<file path="src/shared/ea_decode_pkg.sv">
// constants for the addressing-mode and processor-control decoder
package ea_decode_pkg;

  // mode field encodings
  localparam logic [1:0] MODE_NO_DISP = 2'h0;
  localparam logic [1:0] MODE_DISP8 = 2'h1;
  localparam logic [1:0] MODE_DISP16 = 2'h2;
  localparam logic [1:0] MODE_REG = 2'h3;

  // register/memory code that means direct address under mode 00
  localparam logic [2:0] RM_DIRECT = 3'h6;

  // field positions inside the addressing-mode byte
  localparam int MODE_HI = 7;
  localparam int MODE_LO = 6;
  localparam int REG_HI = 5;
  localparam int REG_LO = 3;
  localparam int RM_HI = 2;
  localparam int RM_LO = 0;

  // segment override prefix: 001 ss 110
  localparam logic [2:0] SEG_PFX_TOP = 3'h1;
  localparam logic [2:0] SEG_PFX_BOT = 3'h6;
  localparam int SEG_PFX_HI = 4;
  localparam int SEG_PFX_LO = 3;

  // segment selector codes
  localparam logic [1:0] SEG_EXTRA = 2'h0;
  localparam logic [1:0] SEG_CODE = 2'h1;
  localparam logic [1:0] SEG_STACK = 2'h2;
  localparam logic [1:0] SEG_DATA = 2'h3;

  // processor-control opcodes
  localparam logic [7:0] OPC_LOCK = 8'hF0;
  localparam logic [7:0] OPC_CARRY_INV = 8'hF5;
  localparam logic [7:0] OPC_IRQ_CLR = 8'hFA;
  localparam logic [7:0] OPC_IRQ_SET = 8'hFB;
  localparam logic [7:0] OPC_DIR_CLR = 8'hFC;
  localparam logic [7:0] OPC_DIR_SET = 8'hFD;

  // timing, in core clock cycles
  localparam int EA_CALC_CYCLES = 4;
  localparam int SHORT_OP_CYCLES = 2;
  localparam logic [2:0] WORD_XFER_EXTRA = 3'h4;

  // reset values of the flags held here
  localparam logic CARRY_RST = 1'b0;
  localparam logic DIR_RST = 1'b0;
  localparam logic IRQ_RST = 1'b0;

  // base registers named by the register/memory code
  typedef enum logic [1:0] {
    SRC_NONE,
    SRC_BASE_B,
    SRC_FRAME
  } base_src_t;

endpackage

</file>
<file path="src/rtl/ea_decoder.sv">
// addressing-mode, segment and processor-control decoder
`timescale 1ns/100ps
`default_nettype none

module ea_decoder
  import ea_decode_pkg::*;
#(
  parameter int DATA_W = 16 // address and register width
)(
  // clock, reset, enable
  input wire logic i_clk,
  input wire logic i_rst,
  input wire logic i_ce,
  // instruction byte stream from the fetch queue
  input wire logic i_byte_valid,
  input wire logic [7:0] i_byte,
  input wire logic i_needs_modrm,
  input wire logic i_word,
  input wire logic i_string_dst,
  // register values from the datapath
  input wire logic [DATA_W-1:0] i_base_b,
  input wire logic [DATA_W-1:0] i_frame_ptr,
  input wire logic [DATA_W-1:0] i_src_idx,
  input wire logic [DATA_W-1:0] i_dst_idx,
  input wire logic i_carry,
  // stream handshake
  output logic o_byte_ready,
  // address results
  output logic o_ea_valid,
  output logic [DATA_W-1:0] o_effective_address,
  output logic [1:0] o_segment,
  output logic [1:0] o_disp_count,
  output logic [2:0] o_xfer_extra,
  // register operand results
  output logic o_reg_valid,
  output logic o_rm_is_reg,
  output logic [2:0] o_reg_sel,
  output logic o_reg_high,
  output logic [2:0] o_rm_sel,
  output logic o_rm_high,
  // processor control
  output logic o_op_done,
  output logic o_lock,
  output logic o_carry,
  output logic o_dir_flag,
  output logic o_irq_enable
);

  ////////////////////////////////////////////////////////////////
  // elaboration check

  // byte assembly of the displacement assumes a 16-bit core
  if (DATA_W != 16) begin : g_bad_width
    $error("ea_decoder supports only a 16-bit data width");
  end

  ////////////////////////////////////////////////////////////////
  // types and functions

  // decode sequencer states
  typedef enum logic [2:0] {
    ST_OPCODE,
    ST_MODRM,
    ST_DISP_LO,
    ST_DISP_HI,
    ST_EA_CALC,
    ST_SHORT
  } state_t;

  // byte register index: low halves 0-3, then high halves
  function automatic logic [3:0] reg_decode(input logic [2:0] code, input logic word);
    logic [3:0] res;
    res = {1'b0, code};
    if (!word) begin
      res = {code[2], 1'b0, code[1:0]};
    end
    return res;
  endfunction

  ////////////////////////////////////////////////////////////////
  // state

  state_t state_q, state_d; // sequencer
  logic [1:0] cnt_q, cnt_d; // cycles left in a timed state
  logic [7:0] opc_q; // opcode held through a short op
  logic word_q; // width bit of current instruction
  logic [2:0] xfer_q; // word transfer penalty hint, kept in a flop so the output is registered
  logic sdst_q; // operand is string destination
  logic [1:0] mode_q; // mode field latched
  logic [2:0] rm_q; // register/memory field latched
  logic [1:0] dcnt_q; // displacement byte count latched
  logic [DATA_W-1:0] disp_q, disp_d; // assembled displacement
  logic ovr_q; // segment override pending
  logic [1:0] ovr_seg_q; // overriding segment
  logic lock_pend_q; // lock prefix seen, waiting for target
  logic ready_q; // byte ready flop
  logic ea_valid_q; // address ready pulse
  logic [DATA_W-1:0] ea_q; // effective address result
  logic [1:0] seg_q; // segment result
  logic reg_valid_q; // register result pulse
  logic [2:0] reg_sel_q; // reg field selector
  logic reg_high_q; // reg field byte high half
  logic [2:0] rm_sel_q; // rm field selector in register mode
  logic rm_high_q; // rm field byte high half
  logic rm_is_reg_q; // mode 11 seen
  logic done_q; // instruction finished pulse
  logic lock_q; // bus lock output
  logic carry_q; // carry flag
  logic dir_q; // direction flag
  logic irq_q; // interrupt enable flag

  ////////////////////////////////////////////////////////////////
  // decoding of the incoming byte

  wire take = i_byte_valid && ready_q; // byte accepted this cycle
  wire is_seg_pfx = (i_byte[7:5] == SEG_PFX_TOP) && (i_byte[2:0] == SEG_PFX_BOT);
  wire is_lock = (i_byte == OPC_LOCK);
  wire is_flag_op = (i_byte == OPC_CARRY_INV) || (i_byte == OPC_DIR_SET) ||
                    (i_byte == OPC_DIR_CLR) || (i_byte == OPC_IRQ_CLR) ||
                    (i_byte == OPC_IRQ_SET);
  wire [1:0] byte_mode = i_byte[MODE_HI:MODE_LO];
  wire [2:0] byte_rm = i_byte[RM_HI:RM_LO];
  wire [2:0] byte_reg = i_byte[REG_HI:REG_LO];

  // field decode of the incoming mode byte
  logic f_is_reg, f_direct, f_use_src, f_use_dst;
  logic [1:0] f_disp_count;
  base_src_t f_base;

  modrm_fields u_fields (
    .i_mode(byte_mode),
    .i_rm(byte_rm),
    .o_is_reg(f_is_reg),
    .o_direct(f_direct),
    .o_disp_count(f_disp_count),
    .o_base(f_base),
    .o_use_src(f_use_src),
    .o_use_dst(f_use_dst)
  );

  // same field decode on the latched byte for the sum
  logic l_is_reg, l_direct, l_use_src, l_use_dst;
  logic [1:0] l_disp_count;
  base_src_t l_base;

  modrm_fields u_latched (
    .i_mode(mode_q),
    .i_rm(rm_q),
    .o_is_reg(l_is_reg),
    .o_direct(l_direct),
    .o_disp_count(l_disp_count),
    .o_base(l_base),
    .o_use_src(l_use_src),
    .o_use_dst(l_use_dst)
  );

  ////////////////////////////////////////////////////////////////
  // address sum and segment choice

  wire [DATA_W-1:0] base_val = (l_base == SRC_BASE_B) ? i_base_b :
                               (l_base == SRC_FRAME) ? i_frame_ptr :
                               '0;
  wire [DATA_W-1:0] idx_val = l_use_src ? i_src_idx :
                              l_use_dst ? i_dst_idx :
                              '0;
  // direct form carries the address in the displacement slot
  wire [DATA_W-1:0] ea_sum = DATA_W'(base_val + idx_val + disp_q);

  // precedence: string destination, override, frame pointer, data
  wire [1:0] seg_sel = sdst_q ? SEG_EXTRA :
                       ovr_q ? ovr_seg_q :
                       (l_base == SRC_FRAME) ? SEG_STACK :
                       SEG_DATA;

  // sign extension of a one-byte displacement
  wire [DATA_W-1:0] disp8_ext = {{(DATA_W-8){i_byte[7]}}, i_byte};

  // register field selection, both fields share the decode
  wire [3:0] reg_dec = reg_decode(byte_reg, word_q);
  wire [3:0] rm_dec = reg_decode(byte_rm, word_q);

  // word operand memory transfers take extra cycles
  wire [2:0] xfer_d = i_word ? WORD_XFER_EXTRA : 3'h0;

  ////////////////////////////////////////////////////////////////
  // sequencer next state

  // one mode byte, then displacement bytes, then the timed sum
  always_comb begin
    state_d = state_q;
    cnt_d = cnt_q;
    disp_d = disp_q;
    case (state_q)
      ST_OPCODE: begin
        if (take && !is_seg_pfx) begin
          if (is_lock || is_flag_op) begin
            state_d = ST_SHORT;
            cnt_d = 2'(SHORT_OP_CYCLES - 2);
          end else if (i_needs_modrm) begin
            state_d = ST_MODRM;
          end
        end
      end
      ST_MODRM: begin
        if (take) begin
          disp_d = '0;
          if (f_is_reg) begin
            state_d = ST_OPCODE;
          end else if (f_disp_count == 2'h0) begin
            state_d = ST_EA_CALC;
            cnt_d = 2'(EA_CALC_CYCLES - 1);
          end else begin
            state_d = ST_DISP_LO;
          end
        end
      end
      ST_DISP_LO: begin
        if (take) begin
          if (dcnt_q == 2'h1) begin
            disp_d = disp8_ext;
            state_d = ST_EA_CALC;
            cnt_d = 2'(EA_CALC_CYCLES - 1);
          end else begin
            disp_d = {{(DATA_W-8){1'b0}}, i_byte};
            state_d = ST_DISP_HI;
          end
        end
      end
      ST_DISP_HI: begin
        if (take) begin
          disp_d = {i_byte, disp_q[7:0]};
          state_d = ST_EA_CALC;
          cnt_d = 2'(EA_CALC_CYCLES - 1);
        end
      end
      ST_EA_CALC: begin
        if (cnt_q == 2'h0) begin
          state_d = ST_OPCODE;
        end else begin
          cnt_d = cnt_q - 2'h1;
        end
      end
      ST_SHORT: begin
        if (cnt_q == 2'h0) begin
          state_d = ST_OPCODE;
        end else begin
          cnt_d = cnt_q - 2'h1;
        end
      end
      default: begin
        state_d = ST_OPCODE;
      end
    endcase
  end

  // byte ready only in states that consume the stream
  wire ready_d = (state_d == ST_OPCODE) || (state_d == ST_MODRM) ||
                 (state_d == ST_DISP_LO) || (state_d == ST_DISP_HI);
  wire short_end = (state_q == ST_SHORT) && (cnt_q == 2'h0);
  wire ea_end = (state_q == ST_EA_CALC) && (cnt_q == 2'h0);
  wire reg_end = (state_q == ST_MODRM) && take && f_is_reg;
  wire plain_end = (state_q == ST_OPCODE) && take && !is_seg_pfx &&
                   !is_lock && !is_flag_op && !i_needs_modrm;
  // end of any instruction, the lock prefix not counting as one
  wire instr_end = ea_end || reg_end || plain_end ||
                   (short_end && (opc_q != OPC_LOCK));

  ////////////////////////////////////////////////////////////////
  // sequencer and latches

  // state, counters and per-instruction context
  always_ff @(posedge i_clk or posedge i_rst) begin
    if (i_rst) begin
      state_q <= ST_OPCODE;
      cnt_q <= 2'h0;
      disp_q <= '0;
      ready_q <= 1'b0;
    end else if (i_ce) begin
      state_q <= state_d;
      cnt_q <= cnt_d;
      disp_q <= disp_d;
      ready_q <= ready_d;
    end
  end

  // opcode context, latched with the opcode byte
  always_ff @(posedge i_clk or posedge i_rst) begin
    if (i_rst) begin
      opc_q <= 8'h00;
      word_q <= 1'b0;
      xfer_q <= 3'h0;
      sdst_q <= 1'b0;
    end else if (i_ce && take && state_q == ST_OPCODE && !is_seg_pfx) begin
      opc_q <= i_byte;
      word_q <= i_word;
      xfer_q <= xfer_d;
      sdst_q <= i_string_dst;
    end
  end

  // mode byte fields, latched on the mode byte
  always_ff @(posedge i_clk or posedge i_rst) begin
    if (i_rst) begin
      mode_q <= MODE_NO_DISP;
      rm_q <= 3'h0;
      dcnt_q <= 2'h0;
    end else if (i_ce && take && state_q == ST_MODRM) begin
      mode_q <= byte_mode;
      rm_q <= byte_rm;
      dcnt_q <= f_disp_count;
    end
  end

  ////////////////////////////////////////////////////////////////
  // prefixes

  // override and lock last until the next instruction ends
  always_ff @(posedge i_clk or posedge i_rst) begin
    if (i_rst) begin
      ovr_q <= 1'b0;
      ovr_seg_q <= SEG_DATA;
      lock_pend_q <= 1'b0;
      lock_q <= 1'b0;
    end else if (i_ce) begin
      if (state_q == ST_OPCODE && take && is_seg_pfx) begin
        ovr_q <= 1'b1;
        ovr_seg_q <= i_byte[SEG_PFX_HI:SEG_PFX_LO];
      end else if (instr_end) begin
        ovr_q <= 1'b0;
      end
      if (short_end && opc_q == OPC_LOCK) begin
        lock_pend_q <= 1'b1;
        lock_q <= 1'b1;
      end else if (instr_end) begin
        // lock drops only once the locked instruction is over
        lock_pend_q <= 1'b0;
        lock_q <= 1'b0;
      end
    end
  end

  ////////////////////////////////////////////////////////////////
  // results

  // address, segment and register results
  always_ff @(posedge i_clk or posedge i_rst) begin
    if (i_rst) begin
      ea_valid_q <= 1'b0;
      ea_q <= '0;
      seg_q <= SEG_DATA;
      reg_valid_q <= 1'b0;
      reg_sel_q <= 3'h0;
      reg_high_q <= 1'b0;
      rm_sel_q <= 3'h0;
      rm_high_q <= 1'b0;
      rm_is_reg_q <= 1'b0;
      done_q <= 1'b0;
    end else if (i_ce) begin
      ea_valid_q <= ea_end;
      done_q <= instr_end;
      reg_valid_q <= (state_q == ST_MODRM) && take;
      if (ea_end) begin
        ea_q <= ea_sum;
        seg_q <= seg_sel;
      end
      if (state_q == ST_MODRM && take) begin
        reg_sel_q <= reg_dec[2:0];
        reg_high_q <= reg_dec[3];
        rm_sel_q <= rm_dec[2:0];
        rm_high_q <= rm_dec[3];
        rm_is_reg_q <= f_is_reg;
      end
    end
  end

  // flags changed by the processor-control opcodes
  always_ff @(posedge i_clk or posedge i_rst) begin
    if (i_rst) begin
      carry_q <= CARRY_RST;
      dir_q <= DIR_RST;
      irq_q <= IRQ_RST;
    end else if (i_ce && short_end) begin
      case (opc_q)
        OPC_CARRY_INV: carry_q <= ~i_carry;
        OPC_DIR_SET: dir_q <= 1'b1;
        OPC_DIR_CLR: dir_q <= 1'b0;
        OPC_IRQ_CLR: irq_q <= 1'b0;
        OPC_IRQ_SET: irq_q <= 1'b1;
        default: carry_q <= carry_q;
      endcase
    end
  end

  ////////////////////////////////////////////////////////////////
  // outputs

  assign o_byte_ready = ready_q;
  assign o_ea_valid = ea_valid_q;
  assign o_effective_address = ea_q;
  assign o_segment = seg_q;
  assign o_disp_count = dcnt_q;
  assign o_xfer_extra = xfer_q;
  assign o_reg_valid = reg_valid_q;
  assign o_rm_is_reg = rm_is_reg_q;
  assign o_reg_sel = reg_sel_q;
  assign o_reg_high = reg_high_q;
  assign o_rm_sel = rm_sel_q;
  assign o_rm_high = rm_high_q;
  assign o_op_done = done_q;
  assign o_lock = lock_q;
  assign o_carry = carry_q;
  assign o_dir_flag = dir_q;
  assign o_irq_enable = irq_q;

endmodule

`default_nettype wire

</file>
<file path="src/rtl/modrm_fields.sv">
// combinational split of the mode and register/memory fields
`timescale 1ns/100ps
`default_nettype none

module modrm_fields
  import ea_decode_pkg::*;
(
  // fields from the addressing-mode byte
  input wire logic [1:0] i_mode,
  input wire logic [2:0] i_rm,
  // decoded selection
  output logic o_is_reg,
  output logic o_direct,
  output logic [1:0] o_disp_count,
  output base_src_t o_base,
  output logic o_use_src,
  output logic o_use_dst
);

  // register operand, no memory address at all
  assign o_is_reg = (i_mode == MODE_REG);
  // direct address replaces the frame pointer case
  assign o_direct = (i_mode == MODE_NO_DISP) && (i_rm == RM_DIRECT);

  // bytes the fetch unit must supply after the mode byte
  assign o_disp_count = o_is_reg ? 2'h0 :
                        o_direct ? 2'h2 :
                        (i_mode == MODE_DISP8) ? 2'h1 :
                        (i_mode == MODE_DISP16) ? 2'h2 :
                        2'h0;

  // base register: pairs first, then single registers
  assign o_base = o_direct ? SRC_NONE :
                  (i_rm == 3'h0 || i_rm == 3'h1 || i_rm == 3'h7) ? SRC_BASE_B :
                  (i_rm == 3'h2 || i_rm == 3'h3 || i_rm == 3'h6) ? SRC_FRAME :
                  SRC_NONE;

  // index registers
  assign o_use_src = (i_rm == 3'h0) || (i_rm == 3'h2) || (i_rm == 3'h4);
  assign o_use_dst = (i_rm == 3'h1) || (i_rm == 3'h3) || (i_rm == 3'h5);

endmodule

`default_nettype wire

</file>
<file path="config.mk">
export PLATFORM = sky130hd
export DESIGN_NAME = ea_decoder
export DESIGN_NICKNAME = d
export VERILOG_FILES = /design/src/shared/ea_decode_pkg.sv /design/src/rtl/ea_decoder.sv /design/src/rtl/modrm_fields.sv
export SDC_FILE = /design/constraint.sdc
export NUM_CORES = 1
export LEC_CHECK = 0
export BUFFER_PORTS_ARGS = -buffer_cell sky130_fd_sc_hd__buf_2
export CAP_MARGIN = 5
export CORE_UTILIZATION = 58
export DETAILED_ROUTE_END_ITERATION = 10
export PLACE_DENSITY = 0.94
export SYNTH_ARGS = -nofsm -noshare
export SYNTH_HDL_FRONTEND = slang
export SYNTH_HIERARCHICAL = 1
export SYNTH_SLANG_ARGS = --single-unit
</file>
<file path="constraint.sdc">
create_clock -name i_clk -period 10.1 [get_ports i_clk]
set_input_delay 1.515 -clock i_clk [delete_from_list [all_inputs] [get_ports i_clk]]
set_output_delay 1.515 -clock i_clk [all_outputs]
set_load 0.02 [all_outputs]
</file>
==> flow_metrics.py, run 1 <==
metrics = {
    "sta": {
        "finalSetupViolCount": 0,
        "clock.fmax_ghz": 0.2139,
        "hold_viol_final": 0,
        "skew_ns": 0.007594,
        "period_share": 0.4628,
        "drv_slew": 0,
        "layout_min_cycle_time_ns": 4.675,
        "rsz0062_at_grt": "false",
        "slew-limit-headroom": 0.1910,
        "worstMarginPinSlew_ns": 1.211,
        "fin_setup_tns_ns": 0,
    },
    "detailed_routing": {
        "wirelength_um": 12500,
        "vias": 4482,
        "wl_met1_um": 4957,
        "wl_met3_um": 996,
        "highest_layer": "met4",
        "drtPass1Iterations": 5,
        "first_iter_violations": 304,
        "wl_met2_um": 6236,
        "final_antenna_net_count": 0,
        "route.detailed.drc": 0,
        "via_per_inst": 5.944,
        "wire_per_inst_um": 16.58,
    },
    "critical_path": {
        "endpoint_kind": "flip-flop",
        "critPathTopFamily": "compound AO/OA/AOI/OAI gates",
        "reg2reg_setup_slack_ns": 5.43,
        "critical_path.max_fanout": 18,
        "arrival_ns": 4.91,
        "cp_slowest_cell": "nor2b_1",
        "worst-path-buf-inv": 2,
        "critical_path_class": "reg -> reg",
        "crit_path_frequent_cell": "fa_1",
        "cp-start-kind": "flip-flop",
        "path_cells": "a21oi_1 -> buf_4 -> nor2b_1 -> a22oi_1 -> fa_1 -> inv_1 -> ha_1 -> fa_1 -> a21o_1 -> a221oi_2 -> o211ai_2 -> a311oi_2 -> xnor2_1 -> o21ai_2",
        "crit_path_max_incr_delay_ns": 0.94,
        "crit_required_ns": 10.34,
    },
    "run": {
        "max_cap_violations": 0,
    },
    "clock_tree": {
        "clock_path_buffers": 2,
        "postCtsHoldBufs": 0,
        "ctsRootBufferMaster": "clkbuf_8",
        "htree_levels": 3,
        "cts_resized": 0,
        "worstSkewPairLatency_ns": 0.35,
        "cts.clk_slew.worst_paths_ns": 0.08,
        "cts_buffers": 9,
        "clock_sinks": 76,
        "cts_tree": "yes",
        "cts_setup_buffers": 0,
    },
    "floorplanning": {
        "die_y_um": 92.74,
        "io_pins": 120,
        "initial_core_util": 0.6086,
        "die_area_um2": 8601,
        "rows": 32,
        "chipWidth_um": 92.74,
        "core_um2": 7848,
    },
    "placement": {
        "portBuffers": 117,
        "hpwlAfterDp_um": 9194,
        "place_congestion": 0.9517,
        "place_inst": 738,
    },
    "synthesis": {
        "syn-cell-area_um2": 4776,
        "syn_area_per_cell_um2": 8.779,
        "yosysWarnings": 6,
        "syn_inst": 544,
    },
    "global_routing": {
        "grt_pass1_wl_um": 20920,
        "first_global_vias": 4524,
        "overflow": 0,
        "grt_usage": 0.3125,
        "antenna_found_initial": 0,
        "grt_max_degree": 77,
    },
    "finish": {
        "layout.nets": 758,
        "area_growth_pct": 18.13,
        "layout_common_cells": "117 x buf_2, 113 x nand2_1, 72 x dfrtp_1",
        "antennaDiodeCount": 0,
        "layout_commonest_cell": "buf_2",
        "layout-drive-gt1-share": 0.2393,
        "final_cells": 754,
        "final_core_util": 0.7189,
    },
    "power": {
        "power.density_nw_per_um2": 359.0,
        "vdd_ir_drop_max_mv": 0.1788,
        "total_leakage_power_nw": 2.959,
    },
    "hold_path": {
        "min_path_type": "reg -> reg",
    },
    "status": {
        "status": "completed",
    },
}
## power breakdown
part | leakage [nW] | switching (mW) | total, mW | internal [mW]
Sequential | 0.980 | 0.0891 | 0.509 | 0.420
Combinational | 1.85 | 0.761 | 1.24 | 0.479
Clock | 0.124 | 0.115 | 0.276 | 0.161
## stage by stage
step           cell area (µm²)  hold slack [ns]  setup WS, ns  power [mW]
2_1_floorplan             4780           0.4127         6.075       1.409
3_3_place_gp              5399           0.4501         5.861       1.645
3_5_place_dp              5399           0.4549         5.639       1.714
4_1_cts                   5642           0.4730         5.552       2.007
5_1_grt                   5642           0.4959         5.255       2.182
6_report                  5642           0.4688         5.425       2.025
## final cells by class
| class | instances | area (µm²) |
|---|---|---|
| Multi-Input combinational cell | 385 | 2542 |
| Tap cell | 102 | 127.6 |
| Inverter | 53 | 198.9 |
| Timing Repair Buffer | 122 | 623.1 |
| Sequential cell | 76 | 1907 |
| Fill cell | 596 | 2206 |
| Clock buffer | 12 | 165.2 |
| Clock inverter | 4 | 77.57 |
## worst register-to-register path, stage by stage (launching register included)
cell      delay [ns]
dfrtp_1         0.45
a21oi_1         0.09
buf_4           0.21
nor2b_1         0.94
a22oi_1         0.21
fa_1            0.56
inv_1           0.04
ha_1            0.22
fa_1            0.41
a21o_1          0.22
a221oi_2        0.42
o211ai_2        0.20
a311oi_2        0.35
xnor2_1         0.17
o21ai_2         0.06
## per-layer routing
layer | GRT usage | up-vias
met4 | 0.1154 | 0
met3 | 0.07553 | 41
met2 | 0.5383 | 248
met1 | 0.3802 | 2130
li1 | - | 2063
met5 | 0 | -
## final timing paths
path	from	endpoint	cells past startpoint
setup / recovery	rm_q[2]	o_effective_address[15]	14
hold / removal	o_rm_sel[2]	o_rm_sel[2]	2
setup reg to reg	rm_q[2]	o_effective_address[15]	14
hold reg to reg	o_rm_sel[2]	o_rm_sel[2]	2
max in group asynchronous	i_rst	o_reg_sel[0]	3
min in group asynchronous	i_rst	o_effective_address[0]	3
(Power assumes the default switching activity.)
==> run 2: changes to the inputs <==
- ABC_AREA: unset -> 1
- CORE_UTILIZATION: 58 -> 50
- PLACE_DENSITY: 0.94 -> 0.86
- clock period: 10.1 -> 3.76 ns (I/O delays scaled with it)
==> run 2 against run 1 <==
Against the previous run:
- via count is 10% higher
- critical endpoint is now o_effective_address[11]
- clock power rose to 2.6 times the previous value
- synthesized cell count is 30% higher
- flip-flop and latch count unchanged
- core utilization fell by 11 points
- critical path type unchanged
- non-clock buffer count unchanged
- cell area rose by 6.8%
- wire length is 5.4% higher
- combinational power grew to 2.9 times the previous value
==> flow_metrics.py, run 2 <==
metrics = {
    "clock_tree": {
        "cts.clk_slew.worst_paths_ns": 0.08,
        "clock_sinks": 76,
        "htree_levels": 3,
        "cts_resized": 0,
        "cts_buffers": 9,
        "postCtsHoldBufs": 0,
        "ctsRootBufferMaster": "clkbuf_8",
        "worstSkewPairLatency_ns": 0.36,
        "cts_setup_buffers": 0,
        "cts_tree": "yes",
        "clock_path_buffers": 2,
    },
    "sta": {
        "fin_ws_ns": 0.3324,
        "hold_viol_final": 0,
        "drv_slew": 0,
        "slew-limit-headroom": 0.4338,
        "worstMarginPinSlew_ns": 0.8461,
        "period_share": 0.9116,
        "skew_ns": 0.01227,
        "clock.fmax_ghz": 0.2917,
        "rsz0062_at_grt": "false",
        "layout_min_cycle_time_ns": 3.428,
        "fin_setup_tns_ns": 0,
        "finalSetupViolCount": 0,
    },
    "finish": {
        "layout_common_cells": "208 x nand2_1, 124 x inv_1, 117 x buf_2",
        "antennaDiodeCount": 0,
        "layout_commonest_cell": "nand2_1",
        "layout-drive-gt1-share": 0.1852,
        "fillers": 920,
        "layout.nets": 932,
        "final_core_util": 0.6107,
        "area_growth_pct": 17.75,
        "final_cells": 959,
    },
    "power": {
        "seqPwrFrac": 0.239,
        "power_frac_clock": 0.128,
        "total_leakage_power_nw": 3.428,
        "swShare": 0.5050,
        "power_frac_comb": 0.633,
        "power.density_nw_per_um2": 942.7,
        "vdd_ir_drop_max_mv": 0.3600,
        "p_sw_mw": 2.868,
        "p_int_mw": 2.811,
    },
    "hold_path": {
        "min_path_type": "in -> async",
    },
    "critical_path": {
        "arrival_ns": 3.72,
        "critical_path.max_fanout": 16,
        "endpoint_kind": "flip-flop",
        "crit_start": "rm_q[0]",
        "crit_required_ns": 4.06,
        "cp-start-kind": "flip-flop",
        "reg2reg_setup_slack_ns": 0.33,
        "r2r-start": "rm_q[0]",
        "crit_end": "o_effective_address[11]",
        "worst_r2r_endpoint": "o_effective_address[11]",
        "critical_path_class": "reg -> reg",
        "reg2reg_depth": 20,
    },
    "synthesis": {
        "yosysWarnings": 6,
        "syn_inst": 709,
        "syn_area_per_cell_um2": 7.216,
        "syn-cell-area_um2": 5116,
    },
    "floorplanning": {
        "initial_core_util": 0.5186,
        "die_area_um2": 10640,
        "rows": 36,
        "chipWidth_um": 103.2,
        "die_y_um": 103.2,
        "core_um2": 9864,
        "io_pins": 120,
    },
    "placement": {
        "hpwlAfterDp_um": 10450,
        "place_inst": 943,
        "portBuffers": 117,
        "place_ws_ns": 0.3716,
        "place_congestion": 0.9528,
    },
    "global_routing": {
        "grt_max_degree": 54,
        "grt_pass1_wl_um": 20940,
        "overflow": 0,
        "antenna_found_initial": 0,
        "grt_usage": 0.2613,
        "first_global_vias": 4486,
    },
    "detailed_routing": {
        "wirelength_um": 13170,
        "via_per_inst": 5.162,
        "route.detailed.drc": 0,
        "final_antenna_net_count": 0,
        "drtPass1Iterations": 5,
        "first_iter_violations": 364,
        "wire_per_inst_um": 13.73,
        "vias": 4950,
    },
    "status": {
        "status": "completed",
    },
    "run": {
        "max_cap_violations": 0,
    },
}
==> run 2: layer usage <==
layer	vias to the layer above	part of all wire	global-route usage
met5	-	0	0
met4	0	0.020	0.09317
met3	24	0.075	0.04746
met2	203	0.46	0.4133
met1	2264	0.45	0.3607
li1	2459	-	-
==> run 2: worst min path at each step <==
stage                           startpoint                endpoint  slack [ns]  cells past startpoint
finish                               i_rst             o_rm_sel[1]        0.22                      2
global route                         i_rst             o_rm_sel[1]        0.24                      2
CTS                                  i_rst            o_reg_sel[0]        0.23                      2
detailed placement             o_rm_sel[1]             o_rm_sel[1]        0.45                      2
global placement    o_effective_address[0]  o_effective_address[0]        0.45                      2
floorplan                           sdst_q            o_segment[1]        0.42                      1
==> run 2: power groups by stage <==
| stage | clock [mW] | sequential (mW) | combinational [mW] |
|---|---|---|---|
| floorplan | 0 | 1.51 | 2.51 |
| global placement | 0 | 1.35 | 3.47 |
| detailed placement | 0 | 1.37 | 3.54 |
| CTS | 0.735 | 1.36 | 3.56 |
| global route | 0.772 | 1.40 | 4.09 |
| finish | 0.726 | 1.36 | 3.59 |
==> run 2: metrics by stage <==
step                hold WS (ns)  power, mW  area, µm²
CTS                       0.2306      5.651       6025
global placement          0.4479      4.823       5793
detailed placement        0.4538      4.911       5793
finish                    0.2188      5.679       6025
floorplan                 0.4194      4.019       5120
global route              0.2434      6.258       6025
==> run 2: final cells by class <==
class	count	area, µm²	share of cell area
Multi-Input combinational cell	483	2613	0.4336
Sequential cell	76	1907	0.3165
Timing Repair Buffer	122	623.1	0.1034
Inverter	129	484.2	0.08037
Tap cell	133	166.4	0.02762
Clock buffer	10	137.6	0.02285
Clock inverter	6	93.84	0.01558
==> run 2: worst max-delay path, cell delays in order, from the launching register on <==
cell     delay, ns
dfrtp_1       0.43
nand2_1       0.10
nand2_1       0.07
o21a_1        0.12
inv_1         0.45
nand3_1       0.13
nand2_1       0.09
inv_1         0.05
fa_1          0.49
inv_1         0.04
ha_1          0.21
fa_1          0.41
nand2_1       0.09
nand2_1       0.07
nand3_1       0.09
nand2_1       0.12
nand2_1       0.10
nand3_1       0.07
nand2_1       0.07
nand3_1       0.07
nand2_1       0.09
